**src/pkg/ssf_defines.vh**
```
/*
  Register indices, address width, field positions and reset values of the
  serial status and error flag block.
  Assumes inclusion by bare name; definitions only.
*/
`ifndef SSF_DEFINES_VH
`define SSF_DEFINES_VH

// ***************************************************
// register indices, byte address is four times index
// ***************************************************
`define SSF_IDX_CTRL_THREE 8'h15
`define SSF_IDX_STATUS_ONE 8'h16
`define SSF_IDX_STATUS_TWO 8'h17
`define SSF_IDX_DATA_BUF   8'h18
`define SSF_IDX_CTRL_MAIN  8'h19
`define SSF_ADDR_W         12

// ***************************************************
// control three fields
// ***************************************************
`define SSF_C3_RX_NINTH  7
`define SSF_C3_TX_NINTH  6
`define SSF_C3_DMA_RX    5
`define SSF_C3_DMA_TX    4
`define SSF_C3_OVR_IE    3
`define SSF_C3_NOISE_IE  2
`define SSF_C3_FRAME_IE  1
`define SSF_C3_PAR_IE    0

// ***************************************************
// status one and two fields
// ***************************************************
`define SSF_S1_TX_EMPTY  7
`define SSF_S1_TX_DONE   6
`define SSF_S1_RX_FULL   5
`define SSF_S1_IDLE      4
`define SSF_S1_OVERRUN   3
`define SSF_S1_NOISE     2
`define SSF_S1_FRAMING   1
`define SSF_S1_PARITY    0
`define SSF_S2_BREAK     1
`define SSF_S2_RX_PROG   0

// ***************************************************
// main control fields
// ***************************************************
`define SSF_CM_TXE_IE    7
`define SSF_CM_TXD_IE    6
`define SSF_CM_RXF_IE    5
`define SSF_CM_IDLE_IE   4
`define SSF_CM_ENABLE    1
`define SSF_CM_NINE_BIT  0

// ***************************************************
// reset values
// ***************************************************
`define SSF_RST_STATUS_ONE 8'hc0
`define SSF_RST_CTRL       8'h00

`endif

```
**src/rtl/ssf_status_flags.v**
```verilog
/*
  Status flag, error flag and ninth-bit logic of an asynchronous serial unit,
  with an APB slave for its registers and the data buffer.
  Assumes the shifter, framing and baud logic sit outside and give one-cycle
  event pulses synchronous to pclk.
*/
`include "ssf_defines.vh"

module ssf_status_flags (
  input  wire        pclk,
  input  wire        presetn,
  input  wire        psel,
  input  wire        penable,
  input  wire        pwrite,
  input  wire [11:0] paddr,
  input  wire [31:0] pwdata,
  output wire [31:0] prdata,
  output wire        pready,
  output wire        pslverr,
  input  wire        rx_load,
  input  wire [7:0]  rx_data,
  input  wire        rx_bit8,
  input  wire        rx_noise,
  input  wire        rx_frame_err,
  input  wire        rx_parity_err,
  input  wire        rx_break,
  input  wire        rx_idle,
  input  wire        rx_ones_seen,
  input  wire        rx_start_seen,
  input  wire        rx_false_start,
  input  wire        rx_enable,
  input  wire        tx_xfer,
  input  wire        tx_busy,
  input  wire        tx_queue,
  output wire [7:0]  tx_data,
  output wire        tx_bit8,
  output wire        tx_buf_full,
  output wire        nine_bit_mode,
  output wire        unit_enable,
  output wire        tx_irq,
  output wire        rx_irq,
  output wire        err_irq
);

  // ***************************************************
  // apb decode
  // ***************************************************
  function [7:0] ssf_index;
    input [11:0] a;
    ssf_index = a[9:2];
  endfunction

  wire       acc    = psel & penable;
  wire [7:0] idx    = ssf_index(paddr);
  wire       hit_c3 = idx == `SSF_IDX_CTRL_THREE;
  wire       hit_s1 = idx == `SSF_IDX_STATUS_ONE;
  wire       hit_s2 = idx == `SSF_IDX_STATUS_TWO;
  wire       hit_db = idx == `SSF_IDX_DATA_BUF;
  wire       hit_cm = idx == `SSF_IDX_CTRL_MAIN;
  wire       mapped = (paddr[1:0] == 2'h0) & (paddr[11:10] == 2'h0) &
                      (hit_c3 | hit_s1 | hit_s2 | hit_db | hit_cm);
  // status snapshots follow the read data, which is captured in setup
  wire       rd_su  = psel & ~penable & ~pwrite & mapped;
  wire       rd_s1  = rd_su & hit_s1;
  wire       rd_s2  = rd_su & hit_s2;
  wire       rd_db  = acc & ~pwrite & mapped & hit_db;
  wire       wr_db  = acc & pwrite & mapped & hit_db;
  wire       wr_c3  = acc & pwrite & mapped & hit_c3;
  wire       wr_cm  = acc & pwrite & mapped & hit_cm;

  assign pready  = 1'b1;
  assign pslverr = acc & ~mapped;

  // ***************************************************
  // state
  // ***************************************************
  reg [7:0] s1_r;
  reg [7:0] s1_nxt;
  reg [7:0] snap1_r;
  reg       brk_r;
  reg       brk_nxt;
  reg       snap2_r;
  reg       brk_arm_r;
  reg       prog_r;
  reg       idle_arm_r;
  reg [5:0] c3_r;
  reg [7:0] cm_r;
  reg [7:0] rx_buf_r;
  reg [7:0] tx_buf_r;
  reg       rx_ninth_r;
  reg       tx_ninth_r;
  reg [7:0] rdata_r;

  wire nine    = cm_r[`SSF_CM_NINE_BIT];
  wire enable  = cm_r[`SSF_CM_ENABLE];
  wire cm_en_n = wr_cm & ~pwdata[`SSF_CM_ENABLE];

  // a data read clears exactly the receive flags latched by the last status
  // read; the transmit flags have their own set and clear paths
  wire [7:0] clr1 = rd_db ? {2'b00, snap1_r[5:0]} : 8'h00;
  wire       txe_clr = wr_db & snap1_r[`SSF_S1_TX_EMPTY];

  wire brk_evt  = rx_break & brk_arm_r;
  wire char_in  = rx_load | brk_evt;
  // a character that meets a full buffer not freed this cycle is dropped
  wire full_now = s1_r[`SSF_S1_RX_FULL] & ~clr1[`SSF_S1_RX_FULL];
  wire ovr_evt  = char_in & full_now;
  wire accept   = char_in & ~full_now;

  // ***************************************************
  // status one next state
  // ***************************************************
  always @* begin
    s1_nxt = s1_r & ~clr1;
    if (txe_clr) begin
      s1_nxt[`SSF_S1_TX_EMPTY] = 1'b0;
    end
    if (tx_xfer) begin
      s1_nxt[`SSF_S1_TX_EMPTY] = 1'b1;
    end
    // any newly queued data, preamble or break ends transmission complete
    if (tx_queue | wr_db) begin
      s1_nxt[`SSF_S1_TX_DONE] = 1'b0;
    end else if (s1_r[`SSF_S1_TX_EMPTY] & ~tx_busy) begin
      s1_nxt[`SSF_S1_TX_DONE] = 1'b1;
    end
    if (~enable | cm_en_n) begin
      s1_nxt[`SSF_S1_TX_EMPTY] = 1'b1;
      s1_nxt[`SSF_S1_TX_DONE]  = 1'b1;
    end
    if (accept) begin
      s1_nxt[`SSF_S1_RX_FULL] = 1'b1;
      if (rx_noise) begin
        s1_nxt[`SSF_S1_NOISE] = 1'b1;
      end
      if (rx_frame_err | brk_evt) begin
        s1_nxt[`SSF_S1_FRAMING] = 1'b1;
      end
      if (rx_parity_err) begin
        s1_nxt[`SSF_S1_PARITY] = 1'b1;
      end
    end
    if (ovr_evt) begin
      s1_nxt[`SSF_S1_OVERRUN] = 1'b1;
    end
    if (rx_idle & idle_arm_r) begin
      s1_nxt[`SSF_S1_IDLE] = 1'b1;
    end
  end

  // ***************************************************
  // status two next state
  // ***************************************************
  always @* begin
    brk_nxt = brk_r;
    if (rd_db & snap2_r) begin
      brk_nxt = 1'b0;
    end
    if (brk_evt) begin
      brk_nxt = 1'b1;
    end
  end

  // ***************************************************
  // flag registers
  // ***************************************************
  always @(posedge pclk or negedge presetn) begin
    if (!presetn) begin
      s1_r  <= `SSF_RST_STATUS_ONE;
      brk_r <= 1'b0;
    end else begin
      s1_r  <= s1_nxt;
      brk_r <= brk_nxt;
    end
  end

  // snapshots of the flags software has seen, used by the next data access
  always @(posedge pclk or negedge presetn) begin
    if (!presetn) begin
      snap1_r <= 8'h00;
      snap2_r <= 1'b0;
    end else begin
      if (rd_s1) begin
        snap1_r <= s1_r;
      end else if (rd_db | wr_db) begin
        snap1_r <= 8'h00;
      end
      if (rd_s2) begin
        snap2_r <= brk_r;
      end else if (rd_db) begin
        snap2_r <= 1'b0;
      end
    end
  end

  // a held break line must return high before another break counts
  always @(posedge pclk or negedge presetn) begin
    if (!presetn) begin
      brk_arm_r <= 1'b1;
    end else if (brk_evt) begin
      brk_arm_r <= 1'b0;
    end else if (rx_ones_seen) begin
      brk_arm_r <= 1'b1;
    end
  end

  always @(posedge pclk or negedge presetn) begin
    if (!presetn) begin
      prog_r <= 1'b0;
    end else if (rx_start_seen) begin
      prog_r <= 1'b1;
    end else if (rx_false_start | rx_idle) begin
      prog_r <= 1'b0;
    end
  end

  always @(posedge pclk or negedge presetn) begin
    if (!presetn) begin
      idle_arm_r <= 1'b0;
    end else if (~rx_enable | (clr1[`SSF_S1_IDLE] & ~s1_nxt[`SSF_S1_IDLE])) begin
      idle_arm_r <= 1'b0;
    end else if (accept) begin
      idle_arm_r <= 1'b1;
    end
  end

  always @(posedge pclk or negedge presetn) begin
    if (!presetn) begin
      c3_r <= 6'h00;
      cm_r <= `SSF_RST_CTRL;
    end else begin
      if (wr_c3) begin
        c3_r <= pwdata[5:0];
      end
      if (wr_cm) begin
        cm_r <= pwdata[7:0];
      end
    end
  end

  // ***************************************************
  // data buffers and ninth bits, untouched by reset
  // ***************************************************
  always @(posedge pclk) begin
    if (accept) begin
      rx_buf_r <= brk_evt ? 8'h00 : rx_data;
      // the buffer holds zero after a break, so the ninth field reads zero in both modes
      if (brk_evt) begin
        rx_ninth_r <= 1'b0;
      end else begin
        rx_ninth_r <= nine ? rx_bit8 : rx_data[7];
      end
    end
    if (wr_db) begin
      tx_buf_r <= pwdata[7:0];
    end
    if (wr_c3) begin
      tx_ninth_r <= pwdata[`SSF_C3_TX_NINTH];
    end
  end

  // ***************************************************
  // read data
  // ***************************************************
  reg [7:0] rmux;
  always @* begin
    rmux = 8'h00;
    if (hit_c3) begin
      rmux = {rx_ninth_r, tx_ninth_r, c3_r};
    end else if (hit_s1) begin
      rmux = s1_r;
    end else if (hit_s2) begin
      rmux = {6'h00, brk_r, prog_r};
    end else if (hit_db) begin
      rmux = rx_buf_r;
    end else if (hit_cm) begin
      rmux = cm_r;
    end
    if (!mapped) begin
      rmux = 8'h00;
    end
  end

  // registered on setup so data stands through the access cycle
  always @(posedge pclk or negedge presetn) begin
    if (!presetn) begin
      rdata_r <= 8'h00;
    end else if (psel & ~penable & ~pwrite) begin
      rdata_r <= rmux;
    end
  end

  assign prdata = {24'h000000, rdata_r};

  // ***************************************************
  // outputs and interrupt requests
  // ***************************************************
  assign tx_data       = tx_buf_r;
  assign tx_bit8       = tx_ninth_r;
  assign tx_buf_full   = ~s1_r[`SSF_S1_TX_EMPTY];
  assign nine_bit_mode = nine;
  assign unit_enable   = enable;

  assign tx_irq = enable & ((s1_r[`SSF_S1_TX_EMPTY] & cm_r[`SSF_CM_TXE_IE]) |
                            (s1_r[`SSF_S1_TX_DONE] & cm_r[`SSF_CM_TXD_IE]));
  assign rx_irq = (s1_r[`SSF_S1_RX_FULL] & cm_r[`SSF_CM_RXF_IE]) |
                  (s1_r[`SSF_S1_IDLE] & cm_r[`SSF_CM_IDLE_IE]);
  // break and in-progress flags never request; error flags sit in the same
  // bit positions as their enables, so one gate per bit
  wire [3:0] err_req;
  genvar     g;
  generate
    for (g = 0; g < 4; g = g + 1) begin : g_err
      assign err_req[g] = s1_r[g] & c3_r[g];
    end
  endgenerate
  assign err_irq = |err_req;

endmodule

```
**config.mk**
```make
export PLATFORM = sky130hd
export DESIGN_NAME = ssf_status_flags
export DESIGN_NICKNAME = d
export VERILOG_FILES = /design/src/rtl/ssf_status_flags.v
export VERILOG_INCLUDE_DIRS = /design/src /design/src/pkg
export SDC_FILE = /design/constraint.sdc
export NUM_CORES = 1
export LEC_CHECK = 0
export BUFFER_PORTS_ARGS = -buffer_cell sky130_fd_sc_hd__buf_2
export CAP_MARGIN = 15
export CORE_MARGIN = 3
export CORE_UTILIZATION = 52
export DETAILED_ROUTE_END_ITERATION = 8
export PLACE_DENSITY = 0.87
export SLEW_MARGIN = 30
export SYNTH_ARGS = -nofsm -noshare
export SYNTH_HDL_FRONTEND = slang
export SYNTH_SLANG_ARGS = --single-unit
```
**constraint.sdc**
```tcl
create_clock -name pclk -period 4.25 [get_ports pclk]
set_input_delay 1.275 -clock pclk [delete_from_list [all_inputs] [get_ports pclk]]
set_output_delay 1.275 -clock pclk [all_outputs]
set_load 0.1 [all_outputs]
```
# Word-level counts from Yosys, hierarchy flattened
# Cells that the tools add are included.
[op_classes] n_bitwise=62 reduce_logical=9 mul=0 n_addsub=0 muxes=32 n_div=0 shift=0 magnitude_cmp=0 eq_ne=5
[ops] cell="$mux W8" n=8
[ops] cell="$eq A8 B5 Y1 const B" n=5
[ops] cell="$and A1 B1 Y1" n=36
[ops] cell="$mux W1" n=21
[ops] cell="$or A1 B1 Y1" n=13
[ops] cell="$reduce_bool A2 Y1" n=6
[ops] cell="$not A1 Y1" n=11
[ops] cell="$and A8 B8 Y8" n=1
[ops] cell="$not A6 Y8" n=1
[ops] cell="$mux W6" n=1
[ops] cell="$logic_not A2 Y1" n=2
[ops] cell="$reduce_or A4 Y1" n=1
[ops] cell="$mux W3" n=1
[ops] cell="$mux W2" n=1
[word_totals] mem_count=0 input_bits=71 word_cells=122 latchBits=0 rom_bits=0 regBits=61 ram_bits=0

# Logic depth before layout (Yosys ltp)
[logic_depth] word_depth=16 mapped_depth=6 mapped_depth_nobuf=4

# Worst setup path after synthesis
# OpenSTA, ideal clock, no wires.
[synth_timing] path_type="input to output" from="in paddr[5]" to="out pslverr" path_buffers=0 path_slack_ns=-0.232 cell_stages=3 arrival_ns=3.207 cell_sequence="or3b_2 o21ai_0 a21oi_1"
[synth_between] elab_chain_len=8
[synth_rtl] element="from (decl)" line_no="ssf_status_flags.v:15" text="input wire [11:0] paddr,"
[synth_rtl] element="$eq A8 B5 Y1 (no source line)"
[synth_rtl] element="$or A1 B1 Y1 (3 in series)" line_no="ssf_status_flags.v:61" text="(hit_c3 | hit_s1 | hit_s2 | hit_db | hit_cm);"
[synth_rtl] element="$or A1 B1 Y1 *" line_no="ssf_status_flags.v:61"
[synth_rtl] element="$and A1 B1 Y1 *" line_no="ssf_status_flags.v:60" text="wire mapped = (paddr[1:0] == 2'h0) & (paddr[11:10] == 2'h0) &"
[synth_rtl] element="$not A1 Y1 *" line_no="ssf_status_flags.v:72" text="assign pslverr = acc & ~mapped;"
[synth_rtl] element="$and A1 B1 Y1 *" line_no="ssf_status_flags.v:72"
[synth_rtl] element="to (decl)" line_no="ssf_status_flags.v:19" text="output wire pslverr,"
# Mark *: on every way between the ends. The rest lies on a longest branch, timed or not.

# Final worst setup path
[layout_timing] from="in paddr[3]" to="out pslverr"
# Same word-level chain as after synthesis.

==> impl_metrics.csv <==
group,metric,value,unit
global_routing,grt_pass1_wl,10800,µm
sta,slew_viol_final,0,
sta,finalSetupViolations,0,
yosys,synth.avg_cell_area,11.4,µm²
final_layout,nNetsFinal,414,
floorplan,rows,26,
job,drv_cap,0,
yosys,ys.flop_type,"dfrtp_1",
power_and_ir_drop,total_power,1.33,mW
worst_setup_path,path_max_fanout,7,
placed_design,gp_congestion,0.908,
clocking,clk_latency,0.34,ns
clocking,ctsResizeCount,0,
final_layout,finalInstanceArea,3570,µm²
power_and_ir_drop,p_per_area,374,nW/µm²
sta,min_period,3.96,ns
final_layout,fin_util,66.9,%
worst_setup_path,slowest_stage,"or3b_2",
routing,dr.first_iter.drc_count,199,
yosys,synth-edff-count,18,
yosys,synthesis.area,2980,µm²
worst_setup_path,cp_cell_sequence,"buf_2 -> or3b_2 -> o21ai_0 -> a21oi_2 -> buf_2",
clocking,cts_tree,"done",
final_layout,fin_cells,418,
worst_setup_path,startpoint_type,"primary input",
routing,vias,2326,
placed_design,place_hpwl,5190,µm
clocking,post_cts_buffers,0,
yosys,yosysWarnings,0,
worst_setup_path,path_buf_inv,2,
global_routing,grt-ovfl-total,0,
worst_setup_path,crit_top_cell,"buf_2",
worst_setup_path,required,2.97,ns
worst_setup_path,path_class,"primary input to output port",
power_and_ir_drop,p_leak,1.80,nW
floorplan,fp.dieH,81.7,µm
global_routing,track_usage,22.6,%
sta,rsz0062_at_grt,"false",
clocking,cts_sinks,60,
placed_design,portBuffers,70,
clocking,cts_buffers,9,
worst_setup_path,cp.arrival,2.68,ns
worst_setup_path,endpoint_kind,"output port",
routing,wl,7150,µm
outcome,status,"finished, final reports clean",
routing,viasPerCell,5.56,
routing,drc,0,
final_layout,fillers,409,
yosys,netlist_instances,261,
floorplan,pin_count,120,
power_and_ir_drop,ir_drop,0.238,mV
sta,tightestPinTransition,0.741,ns
final_layout,synthToLayoutAreaGrowth,19.8,%
floorplan,die_w,81.7,µm
clocking,root_buffer,"clkbuf_8",
clocking,path_clk_slew,0.07,ns
worst_setup_path,crit_family,"simple AND/OR/NAND/NOR gates",
placed_design,place_inst,402,
placed_design,placed_area,3360,µm²
floorplan,dieArea,6670,µm²
clocking,htree_num_levels,3,
yosys,ys_types,46,
floorplan,initial_core_util,55.8,%
sta,finalClockSkew,0.00760,ns
worst_setup_path,crit_path_max_incr_delay,0.56,ns
final_layout,n_antenna_cell,0,
floorplan,coreArea,5340,µm²
clocking,cts_hold_buf,0,
global_routing,grt_pass1_vias,2174,
final_layout,drive_gt1_share,35.3,%
yosys,ys_async_sr_fraction,70.0,%
sta,tns,0,ns
yosys,synth-seq-area-share,53.5,%
sta,fmax,253,MHz
worst_hold_path,hp-class,"register to register",
sta,relSlewSlack,50.2,%
sta,hold_viol,0,
global_routing,grt_max_degree,43,
worst_setup_path,ff2ff_setup_slack,2.73,ns
global_routing,antenna_found_initial,0,
routing,wl_per_cell,17.1,µm
routing,ant_nets,0,
sta,fin_crit_sh,93.2,%
routing,detail_route.first_pass.iterations,4,
clocking,clockBufferDepth,2,
yosys,synth_seq_cells,60,
[worst register-to-register path: cells and delay by family (launching register included)]
kind / cells / cell delay [ns]
AOI/OAI and AO/OA: 2 / 0.26
and+or+nand+nor: 1 / 0.18
DFF: 1 / 0.57
buffers and inverters: 1 / 0.22
[final timing paths]
kind                             from     endpoint  depth (start not counted)
setup / recovery             paddr[3]      pslverr                          5
hold / removal             rdata_r[5]   rdata_r[5]                          2
setup reg to reg            brk_arm_r  rx_buf_r[1]                          4
hold reg to reg            rdata_r[5]   rdata_r[5]                          2
max in group asynchronous     presetn    brk_arm_r                          1
min in group asynchronous     presetn   rdata_r[6]                          1
[state kept, by name, summed over array words and instances (netlist names)]
| signal | count |
|---|---|
| cm_r | 8 |
| rx_buf_r | 8 |
| prog_r | 1 |
| brk_r | 1 |
| rdata_r | 8 |
| tx_bit8 | 1 |
| snap2_r | 1 |
| idle_arm_r | 1 |
| tx_data | 8 |
| s1_r | 8 |
| brk_arm_r | 1 |
| rx_ninth_r | 1 |
| c3_r | 6 |
| snap1_r | 7 |
[logic make-up after synthesis]
logic type             synth area share, %
AO/OA/AOI/OAI                         9.37
buffers and inverters                 8.61
flip-flops                            53.5
multiplexers                          12.3
other                                0.252
AND/OR/NAND/NOR                       16.0
[cell usage after synthesis, types with 2 or more instances]
master | n | area share, %
a21o_1 | 3 | 0.76
a21oi_1 | 6 | 1.0
a221oi_1 | 6 | 1.8
a22o_1 | 4 | 1.2
a22oi_1 | 3 | 0.76
and2_1 | 8 | 1.7
buf_4 | 25 | 6.3
clkbuf_1 | 4 | 0.50
conb_1 | 2 | 0.25
dfrtp_1 | 39 | 33
dfstp_2 | 3 | 2.6
edfxtp_1 | 18 | 18
inv_1 | 13 | 1.6
mux2_2 | 20 | 7.6
mux2i_1 | 14 | 4.7
nand2_1 | 29 | 3.7
nand2b_1 | 3 | 0.63
nand3_1 | 4 | 0.67
nand4_1 | 4 | 0.84
nor2_1 | 12 | 1.5
nor3b_1 | 3 | 0.76
nor4_1 | 2 | 0.42
o21ai_0 | 5 | 0.84
o22ai_1 | 3 | 0.63
o31ai_1 | 6 | 1.5
or3b_2 | 2 | 0.59
[layout by cell type, fill, tap and decap left out, types with 5 or more instances in the layout]
cell       n
a21oi_1    5
a221oi_1   6
and2_1     8
buf_2     69
buf_4      9
clkbuf_8   9
conb_1    25
dfrtp_1   39
edfxtp_1  18
inv_1     13
mux2_2    20
mux2i_1   14
nand2_1   29
nor2_1    12
o21ai_0    5
o31ai_1    6
[stage by stage]
stage / setup WS, ns / hold slack, ns
5_1_grt: 0.253 / 0.507
3_3_place_gp: 0.356 / 0.461
2_1_floorplan: 0.365 / 0.449
6_report: 0.291 / 0.477
4_1_cts: 0.299 / 0.481
3_5_place_dp: 0.294 / 0.465
[final cells by class]
type                            instances  area, µm²  area share, %
Clock buffer                           10        128           3.58
Clock inverter                          6       78.8           2.21
Inverter                               13       48.8           1.37
Multi-Input combinational cell        181       1220           34.1
Sequential cell                        60       1600           44.7
Tap cell                               70       87.6           2.45
Timing Repair Buffer                   78        413           11.6
[layer usage]
metal	global-route usage [%]	vias to the layer above	part of all wire (%)
li1	-	1059	-
met1	29.3	1128	40
met2	35.5	124	48
met3	5.15	15	9.2
met4	11.6	0	2.7
met5	0	-	0
[where the power goes]
part	internal (mW)	total, mW	switching, mW	leakage (nW)
combinational	0.0372	0.182	0.145	0.984
clock	0.325	0.545	0.220	0.107
sequential	0.601	0.607	0.00594	0.709
total	0.964	1.33	0.370	1.80
Note: power is estimated with default switching activity, not from simulation.
